[config.mk]
export PLATFORM = sky130hd
export DESIGN_NAME = adc_event_unit
export DESIGN_NICKNAME = d
export VERILOG_FILES = /design/src/hw/adc_evt_pkg.sv /design/src/hw/event_flag_if.sv /design/src/hw/adc_event_unit.sv /design/src/hw/event_flag_bank.sv
export VERILOG_INCLUDE_DIRS = /design/src /design/src/hw
export SDC_FILE = /design/constraint.sdc
export NUM_CORES = 1
export LEC_CHECK = 0
export ABC_AREA = 0
export BUFFER_PORTS_ARGS = -buffer_cell sky130_fd_sc_hd__buf_2
export CAP_MARGIN = 20
export CORE_MARGIN = 8
export CORE_UTILIZATION = 40
export DETAILED_ROUTE_END_ITERATION = 8
export PLACE_DENSITY = 0.82
export SLEW_MARGIN = 30
export SYNTH_ARGS = -nofsm -noshare
export SYNTH_HDL_FRONTEND = slang
export SYNTH_SLANG_ARGS = --single-unit
[constraint.sdc]
create_clock -name i_clk -period 6 [get_ports i_clk]
set_input_delay 1.2 -clock i_clk [delete_from_list [all_inputs] [get_ports i_clk]]
set_output_delay 1.2 -clock i_clk [all_outputs]
set_load 0.05 [all_outputs]
[src/hw/adc_evt_consts.svh]
// Offsets, field positions, reset values and widths of the ADC event block
`ifndef ADC_EVT_CONSTS_SVH
`define ADC_EVT_CONSTS_SVH

// Register byte addresses
`define ADC_EVT_PENDING_ADDR 32'h4000a810
`define ADC_EVT_ENABLE_ADDR 32'h4000a850
`define ADC_EVT_COUNT_ADDR 32'h4000d024

// Reset values
`define ADC_EVT_PENDING_RST 5'h00
`define ADC_EVT_ENABLE_RST 5'h00
`define ADC_EVT_COUNT_RST 13'h0000

// Event bit positions, shared by pending flags and enables
`define ADC_EVT_BIT_OVERFLOW 4
`define ADC_EVT_BIT_SATURATION 3
`define ADC_EVT_BIT_FULL 2
`define ADC_EVT_BIT_HALF 1
`define ADC_EVT_BIT_NEW_RESULT 0

// Field widths
`define ADC_EVT_NUM 5
`define ADC_EVT_COUNT_W 13
`define ADC_EVT_DATA_W 32

`endif

[src/hw/adc_evt_pkg.sv]
// Types shared by the ADC event block
package adc_evt_pkg;

    // DMA sequencer states
    typedef enum logic {
        DMA_IDLE,
        DMA_RUN
    } dma_state_e;

    // One bit per event source
    typedef logic [4:0] evt_vec_t;

endpackage : adc_evt_pkg

[src/hw/event_flag_if.sv]
// Carrier between the top and the sticky flag bank
interface event_flag_if;
    adc_evt_pkg::evt_vec_t set_evt;
    adc_evt_pkg::evt_vec_t clr_evt;
    adc_evt_pkg::evt_vec_t pending;

    modport bank
    (
        input set_evt,
        input clr_evt,
        output pending
    );
    modport user
    (
        output set_evt,
        output clr_evt,
        input pending
    );
endinterface : event_flag_if

[src/hw/adc_event_unit.sv]
// ADC second-level event unit: DMA result counter, pending flags and enables
//
// Notes on behaviour
// A read-only 13-bit count tells how many results the DMA has stored.
// Bit 4 of the pending flags is set on a DMA buffer overflow.
// Bit 3 of the pending flags is set when gain correction saturates.
// Bit 2 of the pending flags is set when the DMA buffer fills completely.
// Bit 1 of the pending flags is set when the buffer reaches half full.
// Bit 0 of the pending flags is set when a new conversion result arrives.
// Each source has a read-write enable bit at its flag's bit position.
// All sources combine into one request for the top-level vectored controller.
// Software uses the top-level enable for the whole unit, second-level per source.
// Flags are set only by hardware events, never by a software write.
// A result ready while DMA is idle is an overflow; DMA reset clears status.
// Buffer size counts 16-bit results; full and half compare count to it.
// Flags set regardless of enables; request high while an enabled flag is set.
// Count clears on DMA reset, on a new load, and on wrap in auto-wrap mode.
`include "adc_evt_consts.svh"

module adc_event_unit #(
    parameter int COUNT_W = `ADC_EVT_COUNT_W,
    parameter int ADDR_W = 32
) (
    input wire logic i_clk,
    input wire logic i_rstn,
    // Register port
    input wire logic [ADDR_W-1:0] i_addr,
    input wire logic [31:0] i_wdata,
    input wire logic i_wr,
    input wire logic i_rd,
    output logic [31:0] o_rdata,
    // DMA control from the DMA configuration logic
    input wire logic [COUNT_W-1:0] i_buffer_size,
    input wire logic i_autowrap,
    input wire logic i_dma_load,
    input wire logic i_dma_reset,
    // Hardware events from the conversion datapath
    input wire logic i_result_ready,
    input wire logic i_gain_saturated,
    // DMA status
    output logic o_dma_active,
    output logic o_dma_overflow,
    output logic [COUNT_W-1:0] o_dma_results_written,
    output logic o_dma_write,
    // Request to the top-level vectored controller
    output logic o_irq
);

    // Register decode
    wire logic hit_pending;
    wire logic hit_enable;
    wire logic hit_count;
    wire logic wr_pending;
    wire logic wr_enable;

    assign hit_pending = (i_addr == ADDR_W'(`ADC_EVT_PENDING_ADDR));
    assign hit_enable = (i_addr == ADDR_W'(`ADC_EVT_ENABLE_ADDR));
    assign hit_count = (i_addr == ADDR_W'(`ADC_EVT_COUNT_ADDR));
    assign wr_pending = i_wr & hit_pending;
    assign wr_enable = i_wr & hit_enable;

    // DMA sequencer state
    adc_evt_pkg::dma_state_e state_r;
    adc_evt_pkg::dma_state_e state_nxt;
    logic [COUNT_W-1:0] count_r;
    logic [COUNT_W-1:0] count_nxt;
    logic overflow_r;
    logic overflow_nxt;
    logic write_r;
    logic write_nxt;

    // Enables, interrupt request and read data
    adc_evt_pkg::evt_vec_t enable_r;
    adc_evt_pkg::evt_vec_t enable_nxt;
    logic irq_r;
    logic irq_nxt;
    logic [31:0] rdata_r;
    logic [31:0] rdata_nxt;

    // Event conditions
    wire logic running;
    wire logic take_result;
    wire logic [COUNT_W-1:0] count_inc;
    wire logic [COUNT_W-1:0] half_point;
    wire logic reach_full;
    wire logic reach_half;
    wire logic ev_overflow;
    wire logic ev_full;
    wire logic ev_half;

    assign running = (state_r == adc_evt_pkg::DMA_RUN);
    assign take_result = running & i_result_ready & ~i_dma_reset & ~i_dma_load;
    assign count_inc = count_r + COUNT_W'(1);
    // Sizes are counted in results, not bytes
    assign half_point = i_buffer_size >> 1;
    assign reach_full = (count_inc == i_buffer_size);
    assign reach_half = (half_point != '0) && (count_inc == half_point);
    // A result with nobody to store it is lost and reported
    assign ev_overflow = i_result_ready & ~running;
    assign ev_full = take_result & reach_full;
    assign ev_half = take_result & reach_half;

    // Flag bank; software writes can only clear, never set
    event_flag_if flag_bus ();

    assign flag_bus.set_evt[`ADC_EVT_BIT_OVERFLOW] = ev_overflow;
    assign flag_bus.set_evt[`ADC_EVT_BIT_SATURATION] = i_gain_saturated;
    assign flag_bus.set_evt[`ADC_EVT_BIT_FULL] = ev_full;
    assign flag_bus.set_evt[`ADC_EVT_BIT_HALF] = ev_half;
    assign flag_bus.set_evt[`ADC_EVT_BIT_NEW_RESULT] = i_result_ready;
    assign flag_bus.clr_evt = wr_pending ? i_wdata[`ADC_EVT_NUM-1:0] : '0;

    event_flag_bank #(
        .NUM(`ADC_EVT_NUM)
    ) u_flags (
        .i_clk(i_clk),
        .i_rstn(i_rstn),
        .flags(flag_bus.bank)
    );

    // DMA sequencer; reset beats load, load beats a result in the same cycle
    always_comb
    begin
        state_nxt = state_r;
        count_nxt = count_r;
        overflow_nxt = overflow_r | ev_overflow;
        write_nxt = 1'b0;
        if (i_dma_reset)
        begin
            state_nxt = adc_evt_pkg::DMA_IDLE;
            count_nxt = `ADC_EVT_COUNT_RST;
            overflow_nxt = 1'b0;
        end
        else if (i_dma_load)
        begin
            state_nxt = adc_evt_pkg::DMA_RUN;
            count_nxt = `ADC_EVT_COUNT_RST;
        end
        else
        begin
            unique case (state_r)
                adc_evt_pkg::DMA_IDLE:
                begin
                    state_nxt = adc_evt_pkg::DMA_IDLE;
                end
                adc_evt_pkg::DMA_RUN:
                begin
                    if (i_result_ready)
                    begin
                        write_nxt = 1'b1;
                        count_nxt = count_inc;
                        if (reach_full && i_autowrap)
                            count_nxt = `ADC_EVT_COUNT_RST;
                        else if (reach_full)
                            state_nxt = adc_evt_pkg::DMA_IDLE;
                    end
                end
            endcase
        end
    end

    // Enables take the written value; reserved bits are dropped
    assign enable_nxt = wr_enable ? i_wdata[`ADC_EVT_NUM-1:0] : enable_r;

    // One request per unit; the top-level enable lives in the far controller
    assign irq_nxt = |(flag_bus.pending & enable_r);

    // Read mux; unmapped addresses and idle cycles answer zero
    always_comb
    begin
        rdata_nxt = '0;
        if (i_rd && hit_pending)
            rdata_nxt[`ADC_EVT_NUM-1:0] = flag_bus.pending;
        else if (i_rd && hit_enable)
            rdata_nxt[`ADC_EVT_NUM-1:0] = enable_r;
        else if (i_rd && hit_count)
            rdata_nxt[COUNT_W-1:0] = count_r;
    end

    // Sequencer registers
    always_ff @(posedge i_clk)
    begin
        if (!i_rstn)
        begin
            state_r <= adc_evt_pkg::DMA_IDLE;
            count_r <= `ADC_EVT_COUNT_RST;
            overflow_r <= 1'b0;
            write_r <= 1'b0;
        end
        else
        begin
            state_r <= state_nxt;
            count_r <= count_nxt;
            overflow_r <= overflow_nxt;
            write_r <= write_nxt;
        end
    end

    // Software-facing registers
    always_ff @(posedge i_clk)
    begin
        if (!i_rstn)
        begin
            enable_r <= `ADC_EVT_ENABLE_RST;
            irq_r <= 1'b0;
            rdata_r <= '0;
        end
        else
        begin
            enable_r <= enable_nxt;
            irq_r <= irq_nxt;
            rdata_r <= rdata_nxt;
        end
    end

    // Every output straight from a flop
    assign o_rdata = rdata_r;
    assign o_dma_active = running;
    assign o_dma_overflow = overflow_r;
    assign o_dma_results_written = count_r;
    assign o_dma_write = write_r;
    assign o_irq = irq_r;

endmodule : adc_event_unit

[src/hw/event_flag_bank.sv]
// Bank of sticky pending flags, set by hardware and cleared by writing one
`include "adc_evt_consts.svh"

module event_flag_bank #(
    parameter int NUM = `ADC_EVT_NUM
) (
    input wire logic i_clk,
    input wire logic i_rstn,
    event_flag_if.bank flags
);

    genvar g;
    generate
        for (g = 0; g < NUM; g++)
        begin : g_flag
            logic flag_r;
            logic flag_nxt;

            // Set beats clear so an event landing in the clearing cycle survives
            assign flag_nxt = flags.set_evt[g] | (flag_r & ~flags.clr_evt[g]);

            always_ff @(posedge i_clk)
            begin
                if (!i_rstn)
                    flag_r <= 1'b0;
                else
                    flag_r <= flag_nxt;
            end

            assign flags.pending[g] = flag_r;
        end
    endgenerate

endmodule : event_flag_bank

# Yosys cells after proc, flatten, opt, wreduce, memory -nomap -nowiden
# Index checks and enable logic that the tools add are counted.
# totals
out_inout_bits	49
input_bits	86
register_bits	59
# op_classes
n_mux	11
addsub	1
eq_ne	5
n_bitwise	30
reduce_logical	12
# op_table
cell	n
$eq A32 B31 Y1 const B	3
$mux W13	2
$mux W5	3
$add A13 B1 Y13 const B	1
$and A1 B1 Y1	13
$eq A13 B12 Y1	1
$eq A13 B13 Y1	1
$reduce_bool A13 Y1	1
$not A1 Y1	10
$reduce_or A4 Y1	2
$or A1 B1 Y1	6
$and A5 B5 Y5	1
$logic_and A1 B1 Y1	5
$mux W1	5
$reduce_or A5 Y1	1
$reduce_or A3 Y1	1
$pmux W1 S2	1
$reduce_and A2 Y1	1
$reduce_or A2 Y1	1

# Depth between registers and ports, before layout
# depth
ltp_word	7
depth_mapped	11
ltp_nobuf	8

# Hierarchy
# Synthesis repeated with hierarchy kept, for this count alone.
# unflattened
cells_unflattened	364
area_unflattened_um2	2987.9
# modules_own_cells
module	area_each_um2	n_inst	seq_area_each_um2	cells_per_inst
adc_event_unit	2743.9	1	700.7	344
event_flag_bank	244.0	1	100.1	20

# Worst setup path after synthesis
# OpenSTA, ideal clock, no wires.
# synth_timing
path_type	input to register
startpoint	input i_buffer_size[12]
endpoint	register count_r[6], in the netlist o_dma_results_written[6]
setup_ns	0.117
setup_slack_ns	3.042
path_buffers	2
arrival_ns	2.841
path_stages	9
cell_sequence	clkbuf_1 xor2_1 a311oi_1 o21ai_0 a31oi_4 nand4_4 and2_4 buf_6 a22o_1
# synth_via
elab_chain_cells	3
# synth_lines
element	line_no	source
from (decl)	adc_event_unit.sv:33	input wire logic [COUNT_W-1:0] i_buffer_size,
$eq A13 B13 Y1	adc_event_unit.sv:96	assign reach_full = (count_inc == i_buffer_size);
$logic_and A1 B1 Y1	adc_event_unit.sv:152	if (reach_full && i_autowrap)
$mux W13	adc_event_unit.sv:152	
to (signal assigned)	adc_event_unit.sv:186	count_r <= `ADC_EVT_COUNT_RST;
to (signal assigned)	adc_event_unit.sv:193	count_r <= count_nxt;
to (decl)	adc_event_unit.sv:65	logic [COUNT_W-1:0] count_r;
# Every way passes these cells.
# A chain may end at the register's enable or synchronous reset.

# Final worst setup path
# layout_timing
startpoint	register count_r[0], in the netlist o_dma_results_written[0]
endpoint	register count_r[8], in the netlist o_dma_results_written[8]
# layout_via
elab_chain_cells	4
# layout_lines
element	line_no	source
$add A13 B1 Y13 (*)	adc_event_unit.sv:93	assign count_inc = count_r + COUNT_W'(1);
$eq A13 B13 Y1	adc_event_unit.sv:96	
$logic_and A1 B1 Y1	adc_event_unit.sv:152	
$mux W13 (*)	adc_event_unit.sv:152	
# Mark *: on every way between the ends. The rest lies on a longest branch, timed or not.

==> impl_metrics.py <==
metrics = {
    "cts": {
        "cts-root-buf": "clkbuf_8",
        "ctsResizeCount": 0,
        "clk_latency_ns": 0.30,
        "cts_tree": "done",
        "clk_pin_slew_ns": 0.08,
        "postCtsHoldBufs": 0,
        "cts.sinks": 40,
        "cts_setup_buffers": 0,
        "htree_levels": 2,
        "cts_buffers": 5,
        "clock_path_buffers": 2,
    },
    "floorplanning": {
        "start_util_pct": 40.73,
        "fp.dieH_um": 98.48,
        "die_x_um": 98.48,
        "die_area_um2": 9698,
        "rows": 30,
        "core_um2": 6681,
        "ioPinCount": 135,
    },
    "logic_synthesis": {
        "synth_area_per_cell_um2": 8.478,
        "ys_seq_elements": 40,
        "synth-async-reset-ratio_pct": 0,
        "synth.distinct_cells": 55,
        "yosysWarnings": 0,
        "synth-seq-area-share_pct": 29.43,
        "synth_edf_count": 0,
        "syn_area_um2": 2721,
        "synthFlopType": "dfxtp_1",
        "synthesis.instances": 321,
    },
    "global_route": {
        "grt_overflow": 0,
        "antenna_found_initial": 0,
        "track_usage_pct": 16.33,
        "grt_pass1_vias": 2710,
        "grt_pass1_wl_mm": 13.21,
        "grt_max_degree": 26,
    },
    "layout": {
        "layout.nets": 482,
        "drive_above_1_share_pct": 28.03,
        "n_antenna_cell": 0,
        "mostFrequentLayoutCells": "88 x buf_2, 40 x dfxtp_1, 20 x xnor2_1, 19 x conb_1, 18 x nor2_1",
        "post-route-util_pct": 47.85,
        "layout_commonest_cell": "buf_2",
        "area.growth.synth_to_final_pct": 17.47,
        "finalNonFillerCells": 476,
    },
    "setup_path": {
        "start_kind": "register",
        "rr_endpoint": "o_dma_results_written[8]",
        "slowest_stage": "nor4_1",
        "cp-end-kind": "register",
        "r2r-start": "o_dma_results_written[0]",
        "path_buf_inv": 0,
        "crit_family": "simple AND/OR/NAND/NOR gates",
        "critPathMaxStageDelay_ns": 0.59,
        "r2r_cells": 8,
        "r2r_setup_slack_ns": 2.67,
        "worst_ep_required_time_ns": 6.20,
        "path_max_fanout": 19,
        "critPathArrivalTime_ns": 3.53,
        "path_cells": "ha_1 -> and3_1 -> xnor2_1 -> o21ai_0 -> nor4_1 -> nand4_4 -> a31o_2 -> a22o_1",
        "critical_path_class": "reg2reg",
    },
    "power": {
        "internal_power_uw": 422.3,
        "ir_drop_mv": 0.1262,
        "p_total_uw": 585.6,
        "switching_share_pct": 27.88,
        "p_switching_uw": 163.3,
        "seqPwrFrac_pct": 46.0,
        "p_comb_share_pct": 15.9,
        "power.share.clock_pct": 38.0,
        "power_density_nw_per_um2": 183.2,
        "p_leak_uw": 0.001383,
    },
    "min_path": {
        "min_to": "o_dma_overflow",
        "hp-start": "o_dma_overflow",
        "holdCritPathClass": "reg2reg",
        "min_path_cells": 2,
    },
    "sta": {
        "fin_crit_ns": 3.325,
        "worst_pin_slew_ns": 0.7404,
        "hold_ws_ns": 0.5105,
        "period_share_pct": 55.42,
        "rsz0062_at_grt": "no",
        "relSlewSlack_pct": 50.37,
        "hold_viol": 0,
        "setup_tns_ns": 0,
        "max_freq_mhz": 300.7,
        "finalClockSkew_ns": 0.008636,
        "finalSetupViolCount": 0,
        "maxSlewViolCount": 0,
    },
    "place": {
        "port_buffers": 88,
        "place_congestion": 0.9698,
        "dp_hpwl_mm": 6.321,
        "dp.cells": 468,
    },
    "status": {
        "run_status": "complete, no violations",
    },
    "drt": {
        "routed_wl_mm": 8.172,
        "vias": 2719,
        "viasPerCell": 5.712,
        "wl_per_cell_um": 17.17,
        "drt_iter0_markers": 261,
        "drc_errors": 0,
        "drt-pass1-iter-count": 5,
        "antenna_left": 0,
    },
    "job": {
        "drv_cap": 0,
    },
}
final cells by class:
class | instances | area, um^2
sequential | 40 | 800.8
clock inverter | 3 | 42.54
timing repair buffer | 88 | 440.4
fill | 659 | 3485
inverter | 8 | 30.03
tap | 80 | 100.1
multi-input combinational | 252 | 1714
clock buffer | 5 | 68.82
synth_stat cells, types with 6 or more instances:
master | count | area [um^2]
dfxtp_1 | 40 | 800.8
buf_4 | 22 | 165.2
xnor2_1 | 20 | 175.2
nor2_1 | 18 | 67.56
a21oi_1 | 16 | 80.08
nor2b_1 | 16 | 100.1
nand2_1 | 15 | 56.30
nor4_1 | 14 | 87.58
nand3_1 | 13 | 65.06
and3_1 | 11 | 68.82
nor3_1 | 10 | 50.05
clkbuf_1 | 8 | 30.03
inv_1 | 8 | 30.03
mux2i_1 | 8 | 80.08
nand4_1 | 8 | 50.05
o21ai_0 | 8 | 40.04
buf_2 | 7 | 35.03
xor2_1 | 7 | 61.31
a222oi_1 | 6 | 60.06
a31oi_1 | 6 | 37.54
per-stage QoR:
stage | instance area, um^2 | worst slack, ns
6_report | 3197 | 2.675
5_1_grt | 3197 | 2.505
4_1_cts | 3193 | 2.741
3_5_place_dp | 3082 | 2.543
3_3_place_gp | 3077 | 2.567
2_1_floorplan | 2789 | 3.042
flip-flops by register name (all words and copies together) (netlist names):
name and flops:
o_dma_overflow 1, o_dma_write 1, o_rdata 13, o_dma_active 1, o_dma_results_written 13, enable_r 5
o_irq 1, u_flags.g_flag.flag_r 5
per-layer routing:
layer  track usage, %  up-vias  wire length [um]
met1            18.84     1251              3324
met5                0        -                 0
li1                 -     1298                 -
met4            2.952        0                49
met2            28.73      162              3946
met3            5.497        8               852
kinds of logic after synthesis:
logic type / synth area share (%)
multiplexers: 2.943
AND/OR/NAND/NOR: 28.09
other: 0.1378
AO/OA/AOI/OAI: 18.99
adder cells (fa/ha/maj): 0.4597
buffers and inverters: 10.39
flip-flops: 29.43
XOR/XNOR: 9.563
how the worst max path moves through the flow:
stage	start	end	cells past startpoint
floorplan	i_buffer_size[12]	o_dma_results_written[6]	9
global placement	i_buffer_size[3]	o_dma_results_written[8]	8
detailed placement	i_buffer_size[3]	o_dma_results_written[8]	8
CTS	o_dma_results_written[0]	o_dma_results_written[8]	8
global route	o_dma_results_written[0]	o_dma_results_written[8]	8
finish	o_dma_results_written[0]	o_dma_results_written[8]	8
worst min-delay path, cell delays in order (launching register included):
cell and delay (ns):
dfxtp_1 0.35, nor2_1 0.05, nor2_1 0.07
power by group through the flow:
stage	clock (uW)	combinational [uW]	sequential (uW)
floorplan	0	67.3	278
global placement	0	89.9	276
detailed placement	0	91.8	276
CTS	225	92.2	270
global route	236	100	270
finish	223	93.4	270
Note: power is estimated with default switching activity, not from simulation.
